--- config.mk ---
export PLATFORM = sky130hd
export DESIGN_NAME = torque_off_test_stop_interlock
export DESIGN_NICKNAME = d
export VERILOG_FILES = /design/src/hdl/torque_off_pkg.sv /design/src/hdl/torque_off_test_stop_interlock.sv
export VERILOG_INCLUDE_DIRS = /design/src /design/src/hdl
export SDC_FILE = /design/constraint.sdc
export NUM_CORES = 1
export LEC_CHECK = 0
export BUFFER_PORTS_ARGS = -buffer_cell sky130_fd_sc_hd__buf_2
export CAP_MARGIN = 20
export CELL_PAD_IN_SITES_DETAIL_PLACEMENT = 1
export CELL_PAD_IN_SITES_GLOBAL_PLACEMENT = 1
export CORE_MARGIN = 2
export CORE_UTILIZATION = 25
export DETAILED_ROUTE_END_ITERATION = 8
export GPL_TIMING_DRIVEN = 0
export PLACE_DENSITY_LB_ADDON = 0.1
export SLEW_MARGIN = 10
export SYNTH_ARGS = -nofsm -noshare
export SYNTH_HDL_FRONTEND = slang
export SYNTH_SLANG_ARGS = --single-unit
--- constraint.sdc ---
create_clock -name clk -period 12.2 [get_ports clk]
set_clock_uncertainty 0.2 [all_clocks]
set_input_delay 3.66 -clock clk [delete_from_list [all_inputs] [get_ports clk]]
set_output_delay 3.66 -clock clk [all_outputs]
set_load 0.02 [all_outputs]
--- src/hdl/torque_off_map.svh ---
`ifndef TORQUE_OFF_MAP_SVH
`define TORQUE_OFF_MAP_SVH

`define CLK_PERIOD_NS 10
`define MS_IN_NS 1000000
`define MS_CYCLES (`MS_IN_NS / `CLK_PERIOD_NS)
`define CHECK_TIME_MS 4
`define DISC_TIME_MS 10
`define DEF_INTERVAL_MS 24'h7FFFFF

`define OFS_CTRL 8'h00
`define OFS_STATUS 8'h04
`define OFS_IRQ_STAT 8'h08
`define OFS_IRQ_MASK 8'h0C
`define OFS_INTERVAL0 8'h10

`define CTRL_MODE_LSB 0
`define CTRL_ACK_BIT 8
`define CTRL_RESET_MODE 3'h2

`endif

--- src/hdl/torque_off_pkg.sv ---
package torque_off_pkg;

  typedef enum logic [2:0] {
    ST_IDLE,
    ST_MAIN_CHECK,
    ST_MAIN_WAIT,
    ST_EXT_CHECK,
    ST_EXT_WAIT,
    ST_OUT_CHECK,
    ST_OUT_WAIT
  } test_state_t;

  typedef struct packed {
    logic sel_ch_a_n;
    logic sel_ch_b_n;
    logic terminal_select;
    logic speed_zero;
    logic ext_start;
    logic out_start;
  } safety_in_t;

  typedef struct packed {
    logic run_command;
    logic coast_stop_command_n;
    logic quick_stop_command_n;
  } drive_cmd_t;

  typedef struct packed {
    logic main_test_due_alarm;
    logic terminal_test_due_alarm;
    logic extended_test_due_alarm;
    logic output_test_due_alarm;
    logic check_running_note_a;
    logic check_running_note_b;
    logic discrepancy_fault;
    logic test_start_fault;
  } alarm_out_t;

endpackage : torque_off_pkg

--- src/hdl/torque_off_test_stop_interlock.sv ---
`timescale 1ns/1ns
`include "torque_off_map.svh"

module torque_off_test_stop_interlock
  import torque_off_pkg::*;
#(
  parameter int TICK_CYCLES = `MS_CYCLES,
  parameter int CHECK_MS = `CHECK_TIME_MS,
  parameter int DISC_MS = `DISC_TIME_MS
) (
  // Clock and reset
  input wire logic clk,
  input wire logic rst,
  // Register port
  input wire logic [7:0] addr,
  input wire logic [31:0] wdata,
  input wire logic wr,
  input wire logic rd,
  output logic [31:0] rdata,
  // Safety inputs and drive commands
  input wire safety_in_t safety_in,
  input wire drive_cmd_t drive_cmd,
  // Drive state
  output logic torque_off_active_main,
  output logic torque_off_active_extended,
  output logic terminal_select_cause_flag,
  output logic motor_enable,
  output logic safety_output,
  output logic main_test_request_flag,
  output logic extended_test_request_flag,
  // Alarms and interrupt
  output alarm_out_t alarms,
  output logic irq
);

  localparam int NT = 4;
  localparam int T_MAIN = 0;
  localparam int T_TERM = 1;
  localparam int T_EXT = 2;
  localparam int T_OUT = 3;
  localparam int NEV = 6;

  typedef struct packed {
    test_state_t fsm;
    logic is_term;
    logic [19:0] tick_cnt;
    logic [7:0] ms_cnt;
    logic [7:0] disc_cnt;
    logic [NT-1:0][23:0] due_cnt;
    logic [NT-1:0][23:0] interval;
    logic [NT-1:0] due;
    logic [2:0] mode;
    logic [NEV-1:0] irq_stat;
    logic [NEV-1:0] irq_mask;
    logic motor_on;
    logic run_d;
    logic ext_d;
    logic out_d;
    logic sto_d;
    logic disc_fault;
    logic start_fault;
    logic out_level;
    logic [31:0] rdata;
  } state_t;

  state_t state_reg;
  state_t state_next;

  logic tick;
  logic sel;
  logic safe_torque_off;
  logic ready_for_test;
  logic [NT-1:0] restart;
  logic [NEV-1:0] events;
  logic [31:0] status_word;
  logic run_rise;
  logic ext_rise;
  logic out_rise;
  logic sto_rise;
  logic chan_differ;

  assign tick = (state_reg.tick_cnt == 20'(TICK_CYCLES - 1));
  // A low on either channel selects torque-off, so a broken wire fails safe.
  assign sel = !safety_in.sel_ch_a_n || !safety_in.sel_ch_b_n;
  assign safe_torque_off = sel || safety_in.terminal_select || state_reg.disc_fault;
  // Main and extended tests are only accepted from a switched-on motor at standstill.
  assign ready_for_test = state_reg.motor_on && safety_in.speed_zero;

  // Edges are taken against the level of the previous cycle, so a held level acts once.
  assign run_rise = drive_cmd.run_command && !state_reg.run_d;
  assign ext_rise = safety_in.ext_start && !state_reg.ext_d;
  assign out_rise = safety_in.out_start && !state_reg.out_d;
  assign sto_rise = safe_torque_off && !state_reg.sto_d;
  assign chan_differ = (safety_in.sel_ch_a_n != safety_in.sel_ch_b_n);

  assign status_word = {20'h00000,
                        state_reg.fsm,
                        state_reg.out_level,
                        state_reg.motor_on,
                        state_reg.start_fault,
                        state_reg.disc_fault,
                        safe_torque_off,
                        state_reg.due};

  always_comb begin
    state_next = state_reg;
    restart = '0;
    events = '0;

    state_next.tick_cnt = tick ? 20'h00000 : state_reg.tick_cnt + 20'h00001;
    state_next.run_d = drive_cmd.run_command;
    state_next.ext_d = safety_in.ext_start;
    state_next.out_d = safety_in.out_start;
    state_next.sto_d = safe_torque_off;

    // Discrepancy between the two select channels, timed in milliseconds.
    // The fault stays latched after the channels agree until software acknowledges it.
    if (chan_differ) begin
      if (tick && state_reg.disc_cnt != 8'(DISC_MS)) begin
        state_next.disc_cnt = state_reg.disc_cnt + 8'h01;
      end
      if (state_reg.disc_cnt == 8'(DISC_MS) && !state_reg.disc_fault) begin
        state_next.disc_fault = 1'b1;
        events[4] = 1'b1;
      end
    end else begin
      state_next.disc_cnt = 8'h00;
    end

    // Motor switch-on interlock.
    if (safe_torque_off) begin
      state_next.motor_on = 1'b0;
    end else if (!drive_cmd.run_command || !drive_cmd.coast_stop_command_n ||
                 !drive_cmd.quick_stop_command_n) begin
      state_next.motor_on = 1'b0;
    end else if (run_rise) begin
      // The edge is consumed here only when torque-off is inactive.
      state_next.motor_on = 1'b1;
    end

    // Extended start while torque-off is active is refused as a fault.
    if (ext_rise && safe_torque_off && !state_reg.start_fault) begin
      state_next.start_fault = 1'b1;
      events[5] = 1'b1;
    end

    state_next.out_level = 1'b1;

    case (state_reg.fsm)
      ST_IDLE: begin
        state_next.ms_cnt = 8'h00;
        if (sto_rise && ready_for_test && !state_reg.disc_fault) begin
          state_next.is_term = safety_in.terminal_select && !sel;
          state_next.fsm = ST_MAIN_CHECK;
        end else if (ext_rise && !safe_torque_off && ready_for_test) begin
          state_next.fsm = ST_EXT_CHECK;
        end else if (out_rise) begin
          state_next.fsm = ST_OUT_CHECK;
        end
      end
      ST_MAIN_CHECK: begin
        if (tick) begin
          state_next.ms_cnt = state_reg.ms_cnt + 8'h01;
        end
        if (state_reg.ms_cnt == 8'(CHECK_MS)) begin
          state_next.fsm = ST_MAIN_WAIT;
        end
      end
      ST_MAIN_WAIT: begin
        if (!sel && !safety_in.terminal_select) begin
          if (state_reg.is_term) begin
            restart[T_TERM] = 1'b1;
          end else begin
            restart[T_MAIN] = 1'b1;
          end
          state_next.fsm = ST_IDLE;
        end
      end
      ST_EXT_CHECK: begin
        // Torque-off during the check aborts it, and the start is reported as a fault.
        if (safe_torque_off) begin
          state_next.start_fault = 1'b1;
          events[5] = 1'b1;
          state_next.fsm = ST_IDLE;
        end else begin
          if (tick) begin
            state_next.ms_cnt = state_reg.ms_cnt + 8'h01;
          end
          if (state_reg.ms_cnt == 8'(CHECK_MS)) begin
            state_next.fsm = ST_EXT_WAIT;
          end
        end
      end
      ST_EXT_WAIT: begin
        // The controller is expected to drop the start signal here.
        if (!safety_in.ext_start) begin
          restart[T_EXT] = 1'b1;
          restart[T_MAIN] = 1'b1;
          state_next.fsm = ST_IDLE;
        end
      end
      ST_OUT_CHECK: begin
        if (tick) begin
          state_next.ms_cnt = state_reg.ms_cnt + 8'h01;
        end
        // Mode 2 holds off for the whole test, mode 3 for its first half,
        // mode 4 gives two off pulses with an on gap between them.
        case (state_reg.mode)
          3'h3: begin
            state_next.out_level = (state_reg.ms_cnt >= 8'(CHECK_MS / 2));
          end
          3'h4: begin
            state_next.out_level = state_reg.ms_cnt[0];
          end
          default: begin
            state_next.out_level = 1'b0;
          end
        endcase
        if (state_reg.ms_cnt == 8'(CHECK_MS)) begin
          state_next.out_level = 1'b1;
          state_next.fsm = ST_OUT_WAIT;
        end
      end
      ST_OUT_WAIT: begin
        if (!safety_in.out_start) begin
          restart[T_OUT] = 1'b1;
          state_next.fsm = ST_IDLE;
        end
      end
      default: begin
        state_next.fsm = ST_IDLE;
      end
    endcase

    // Interval supervision: counters run in milliseconds toward the limit.
    for (int i = 0; i < NT; i++) begin
      if (restart[i]) begin
        state_next.due_cnt[i] = 24'h000000;
        state_next.due[i] = 1'b0;
      end else begin
        if (tick && state_reg.due_cnt[i] < state_reg.interval[i]) begin
          state_next.due_cnt[i] = state_reg.due_cnt[i] + 24'h000001;
        end
        if (state_reg.due_cnt[i] >= state_reg.interval[i] && !state_reg.due[i]) begin
          state_next.due[i] = 1'b1;
          events[i] = 1'b1;
        end
      end
    end

    // Register writes.
    state_next.rdata = 32'h00000000;
    if (wr) begin
      case (addr)
        `OFS_CTRL: begin
          state_next.mode = wdata[`CTRL_MODE_LSB +: 3];
          if (wdata[`CTRL_ACK_BIT] && !state_next.disc_cnt[0] && !chan_differ) begin
            // Faults clear only once both channels agree again.
            state_next.disc_fault = 1'b0;
            state_next.start_fault = 1'b0;
          end
        end
        `OFS_IRQ_STAT: begin
          state_next.irq_stat = state_reg.irq_stat & ~wdata[NEV-1:0];
        end
        `OFS_IRQ_MASK: begin
          state_next.irq_mask = wdata[NEV-1:0];
        end
        default: begin
          for (int i = 0; i < NT; i++) begin
            if (addr == `OFS_INTERVAL0 + 8'(4 * i)) begin
              state_next.interval[i] = wdata[23:0];
            end
          end
        end
      endcase
    end
    // A new event wins over a simultaneous clear.
    state_next.irq_stat = state_next.irq_stat | events;

    // Register reads; the answer stands in the next cycle only.
    if (rd) begin
      case (addr)
        `OFS_CTRL: begin
          state_next.rdata = {29'h00000000, state_reg.mode};
        end
        `OFS_STATUS: begin
          state_next.rdata = status_word;
        end
        `OFS_IRQ_STAT: begin
          state_next.rdata = {26'h0000000, state_reg.irq_stat};
        end
        `OFS_IRQ_MASK: begin
          state_next.rdata = {26'h0000000, state_reg.irq_mask};
        end
        default: begin
          for (int i = 0; i < NT; i++) begin
            if (addr == `OFS_INTERVAL0 + 8'(4 * i)) begin
              state_next.rdata = {8'h00, state_reg.interval[i]};
            end
          end
        end
      endcase
    end
  end

  always_ff @(posedge clk or posedge rst) begin
    if (rst) begin
      state_reg <= '0;
      state_reg.fsm <= ST_IDLE;
      state_reg.mode <= `CTRL_RESET_MODE;
      state_reg.interval <= {NT{`DEF_INTERVAL_MS}};
      state_reg.out_level <= 1'b1;
      state_reg.sto_d <= 1'b1;
    end else begin
      state_reg <= state_next;
    end
  end

  assign rdata = state_reg.rdata;
  // Both flags come from one torque-off decision, so they can never disagree.
  assign torque_off_active_main = safe_torque_off;
  assign torque_off_active_extended = safe_torque_off;
  assign terminal_select_cause_flag = safety_in.terminal_select;
  // During an extended check the drive is held at zero torque.
  assign motor_enable = state_reg.motor_on && !safe_torque_off &&
                        state_reg.fsm != ST_EXT_CHECK;
  assign safety_output = state_reg.out_level;
  assign main_test_request_flag = state_reg.due[T_MAIN];
  assign extended_test_request_flag = state_reg.due[T_EXT];

  assign alarms.main_test_due_alarm = state_reg.due[T_MAIN];
  assign alarms.terminal_test_due_alarm = state_reg.due[T_TERM];
  assign alarms.extended_test_due_alarm = state_reg.due[T_EXT];
  assign alarms.output_test_due_alarm = state_reg.due[T_OUT];
  assign alarms.check_running_note_a = (state_reg.fsm == ST_EXT_CHECK);
  assign alarms.check_running_note_b = (state_reg.fsm == ST_EXT_CHECK);
  assign alarms.discrepancy_fault = state_reg.disc_fault;
  assign alarms.test_start_fault = state_reg.start_fault;

  assign irq = |(state_reg.irq_stat & state_reg.irq_mask);

endmodule : torque_off_test_stop_interlock

Yosys cells after proc, flatten, opt, wreduce, memory -nomap -nowiden. Index checks and enable logic that the tools add are counted.

Register bits: 291. Input port bits: 53. Output and inout bits: 48. Word-level logic and storage cells: 235.

$add $sub $neg: 7. Order comparisons: 9. Equality and inequality tests: 30. Multiplexer cells: 78. Bitwise gates (word level): 5. Reduce and logical (&&, ||, !) cells: 76.

Operators by type and width (count): 24-bit two-way mux (9); 32-bit two-way mux (4); 32-bit one-hot mux with 4 select lines (1); 24-bit by 1-bit adder with 24-bit output (second input constant) (4); 24-bit >= comparator (4); 24-bit less-than comparator (4); 1-bit two-way mux (38); 8-bit by 5-bit == test with 1-bit output (second input constant) (4); 8-bit two-way mux (4); 3-bit two-way mux (10); 1-bit logical AND (27); 8-bit by 4-bit == test with 1-bit output (second input constant) (3); 8-bit one-hot mux with 3 select lines (1); 3-bit one-hot mux with 7 select lines (1); 20-bit by 1-bit adder with 20-bit output (second input constant) (1); 20-bit by 17-bit == test with 1-bit output (second input constant) (1); 1-bit logical NOT (20); 20-bit two-way mux (1); 8-bit by 1-bit adder with 8-bit output (second input constant) (2); 8-bit by 3-bit == test with 1-bit output (second input constant) (2); 2-bit nonzero test (8); 6-bit AND (2); 3-bit == test (second input constant) (4); 12-bit two-way mux (1); 26 further kinds (49).

Logic depth before layout (Yosys ltp).
Depth after elaboration: 12. Gate-level depth with buffers: 10.

Least setup slack after synthesis. OpenSTA, ideal clock, no wires.

Path kind: input to output. Start: input port safety_in[4] (netlist bit). End: output port torque_off_active_main. Arrival time: 4463 ps. Required time: 8340 ps. Path slack: 3877 ps. Stages on the path: 5. Path through: ha_1 -> nand2b_1 -> nor2_1 -> inv_1 -> buf_4.

Cells in the longest elaborated chain, start to end: 4.

RTL lines: start, declared (line torque_off_test_stop_interlock.sv:21) `input wire safety_in_t safety_in,`; 1-bit logical NOT (line torque_off_test_stop_interlock.sv:84) `assign sel = !safety_in.sel_ch_a_n || !safety_in.sel_ch_b_n;`; 1-bit logical OR (line torque_off_test_stop_interlock.sv:84); 1-bit logical OR (2 in a row) (line torque_off_test_stop_interlock.sv:85) `assign safe_torque_off = sel || safety_in.terminal_select || state_reg.disc_fault;`; end, declared (line torque_off_test_stop_interlock.sv:24) `output logic torque_off_active_main,`.

Every way passes these cells.

Worst setup path in the final report. Ends and elaborated chain as after synthesis.

==> metrics.yaml <==
cells_and_area:
  flow.area_growth_from_synthesis_pct: 17.17
  finish.net_count: 1999
  fin_area_um2: 19090
  max_ffs_per_register: 252
  antenna-diode-count: 0
  layout-drive-gt1-share_pct: 20.82
  fillers: 7511
logic_synthesis:
  number_of_distinct_library_cells_after_synthesis: 75
  ys.warnings.count: 0
  yosys-top-cells-area: "sky130_fd_sc_hd__dfrtp_1, sky130_fd_sc_hd__dfstp_2, sky130_fd_sc_hd__ha_1"
  seq_area_frac_synth_pct: 44.20
  cell_type_contributing_the_most_total_cell_area_after_synthesis: "sky130_fd_sc_hd__dfrtp_1"
  synth.cells.most_frequent: "sky130_fd_sc_hd__dfrtp_1, sky130_fd_sc_hd__nand2_1, sky130_fd_sc_hd__nor2_1"
  synth_top_flop_cell: "sky130_fd_sc_hd__dfrtp_1"
  synth_area_um2: 16290
  synth-edff-count: 0
  synth.avg_cell_area_um2: 9.549
  postSynth.asyncResetShare_pct: 100.0
  yosysMostFrequentCell: "sky130_fd_sc_hd__dfrtp_1"
  synth_top_area_share_pct: 28.88
  postSynthRegisterBits: 283
  gate_count_after_technology_mapping: 1706
timing:
  slew_headroom_pct: 32.94
  timing.hold.ws_ns: 0.2793
  setup-violations-final: 0
  pins_over_their_slew_limit: 0
  report.final.hold_viol_count: 0
  finalCriticalPeriod_ns: 8.925
  grt_setup_unrepaired: "no"
  actual_slew_at_the_worst_max_slew_pin_ns: 0.9982
  layout_worst_path_cycle_share_pct: 73.16
  max_freq_ghz: 0.1120
placed_design:
  dpl-instance-area_um2: 17910
  gpl.final_weighted_congestion: 0.7741
  port_buffers: 82
  dp_hpwl_mm: 44.96
pwr:
  worst_ir_drop_vdd_uv: 76.44
  p_leak_nw: 8.435
  power.switching_w: 0.0008580
  clockPowerShare_pct: 40.3
  design_power_total_w: 0.002695
  internal_power_w: 0.001836
  power.combinational.fraction_pct: 16.8
  net_switching_share_of_the_total_power_pct: 31.84
  p_per_area_nw_per_um2: 141.2
  seq_power_share_pct: 42.9
floorplanning:
  dieArea_um2: 67220
  dieWidth_um: 259.3
  die-height_um: 259.3
  core-area_um2: 64460
  rows: 93
  start_util_pct: 25.27
  boundaryPins: 101
route:
  wire_length_on_met1_mm: 27.62
  met2_wirelength_mm: 27.86
  wirelength_mm: 58.56
  drt-pass1-iter-count: 7
  route.detailed.vias_per_inst: 4.846
  wl_per_cell_um: 21.50
  route.top_layer_used: "met4"
  dr_vias: 13200
  wl_met3_mm: 1.316
  dr.first_iter.drc_count: 606
  detail-route-antenna-nets: 0
  post-route-drc-count: 0
worst_setup_path:
  setup.worst_path.class: "in -> out"
  biggest_cell_delay_along_the_critical_path_ns: 0.36
  crit_path_max_fanout: 7
  worstPathCellList: "buf_2 > ha_1 > nand2b_1 > nor2_1 > inv_1 > buf_4 > buf_2"
  regToRegEndpoint: "state_reg[212]"
  rrSetupSlack_ns: 8.82
  endpoint_kind: "primary output"
  critical_path.reg2reg.startpoint: "state_reg[290]"
  worst-r2r-cell-count: 6
  cp_data_required_time_ns: 8.34
  cp_slowest_cell: "sky130_fd_sc_hd__nor2_1"
  startpoint_type: "input pin"
  critical-path-top-cell-by-count: "sky130_fd_sc_hd__buf_2"
  crit_family: "buffers and inverters"
  data_arrival_time_of_the_critical_path_ns: 5.07
  worst-path-buf-inv: 4
status:
  status: "complete, no violations"
clocking:
  holdBufCountCts: 0
  cts_tree: "done"
  clk_path_buf_depth: 3
  clkSlewWorstSetupHoldPaths_ns: 0.05
  clock_buffers_created_by_tritoncts: 38
  clock_sinks: 283
  ctsResizeCount: 0
  postCtsSetupBuffers: 0
  skew_pair_late_insertion_delay_ns: 0.56
  htree_num_levels: 2
  root_buffer: "sky130_fd_sc_hd__clkbuf_16"
worst_hold_path:
  hold_path_startpoint: "state_reg[286]"
  hold_path_depth: 1
  min_path_type: "reg -> reg"
  hold_end: "state_reg[286]"
global_route:
  number_of_global_route_vias_before_repair: 14010
  wire_length_of_the_first_global_routing_pass_mm: 89.16
  grt_max_degree: 90
  grt_overflow: 0
  groute.usage.overall_pct: 17.62
  antenna_found_initial: 1
run:
  cap_viol_max_count: 0
==> cell usage in the layout, fill, tap and decap left out, types with 15 or more instances in the layout <==
cell type	instances
sky130_fd_sc_hd__dfrtp_1	188
sky130_fd_sc_hd__nand2_1	186
sky130_fd_sc_hd__nor2_1	126
sky130_fd_sc_hd__inv_1	123
sky130_fd_sc_hd__ha_1	107
sky130_fd_sc_hd__a21oi_1	96
sky130_fd_sc_hd__dfstp_2	95
sky130_fd_sc_hd__buf_2	92
sky130_fd_sc_hd__o21ai_0	89
sky130_fd_sc_hd__mux2_2	59
sky130_fd_sc_hd__xnor2_1	58
sky130_fd_sc_hd__nand3_1	57
sky130_fd_sc_hd__clkbuf_1	56
sky130_fd_sc_hd__nand4_1	54
sky130_fd_sc_hd__buf_4	45
sky130_fd_sc_hd__a22oi_1	42
sky130_fd_sc_hd__clkbuf_16	39
sky130_fd_sc_hd__and3_1	35
sky130_fd_sc_hd__nor3_1	29
sky130_fd_sc_hd__xor2_1	25
sky130_fd_sc_hd__and2_1	19
sky130_fd_sc_hd__or3_1	18
sky130_fd_sc_hd__nor4_1	15
sky130_fd_sc_hd__a31oi_1	15
==> power by group through the flow <==
stage                     Combinational, W  Sequential, W  Clock (W)
final                             0.000454        0.00115    0.00109
after global routing              0.000520        0.00117    0.00116
after CTS                         0.000465        0.00115    0.00113
after detailed placement          0.000463        0.00117          0
after global placement            0.000445        0.00117          0
after floorplan                   0.000310        0.00112          0
==> cell families after synthesis <==
group           count (synthesis)  synth area share [%]
compound gates                314                 12.08
xor+xnor                       83                 4.462
fa+ha+maj                     107                 8.218
buf+inv                       227                 6.375
flops                         283                 44.20
mux                            72                 4.954
other cells                     1               0.02302
simple gates                  619                 19.69
==> final cells by class <==
class	count	area, µm²	share of cell area [%]
timing repair buffer	86	500.5	2.622
clock inverter	14	105.1	0.5506
sequential	283	7201	37.73
tap	855	1070	5.605
buffer	103	573.1	3.002
clock buffer	55	1076	5.637
multi-input combinational	1203	8089	42.38
inverter	124	473.0	2.478
==> per-stage QoR <==
stage	setup WS (ns)	utilization, %	setup TNS, ns	cells
floorplan	0.6900	-	0	1713
global placement	-3.839	27.61	-738.93	2650
detailed placement	3.303	27.78	0	2654
CTS	3.294	29.61	0	2723
global route	3.175	29.61	0	2723
finish	3.275	29.61	0	2723
==> routing by layer <==
metal,GRT usage (%),up-vias
li1,-,6248
met1,23.99,6724
met2,29.20,144
met3,1.894,79
met4,5.731,0
met5,0,-
==> worst max path at each step <==
stage	cells after the start	from	slack, ns	endpoint
after global routing	7	safety_in[4]	3.17	torque_off_active_main
final	7	safety_in[4]	3.27	torque_off_active_main
after detailed placement	7	safety_in[4]	3.30	torque_off_active_main
after floorplan	1	rst	0.69	alarms[0]
after CTS	7	safety_in[4]	3.29	torque_off_active_main
after global placement	2	rst	-3.84	state_reg[196]
No activity file was read; power rests on OpenSTA's default activity.
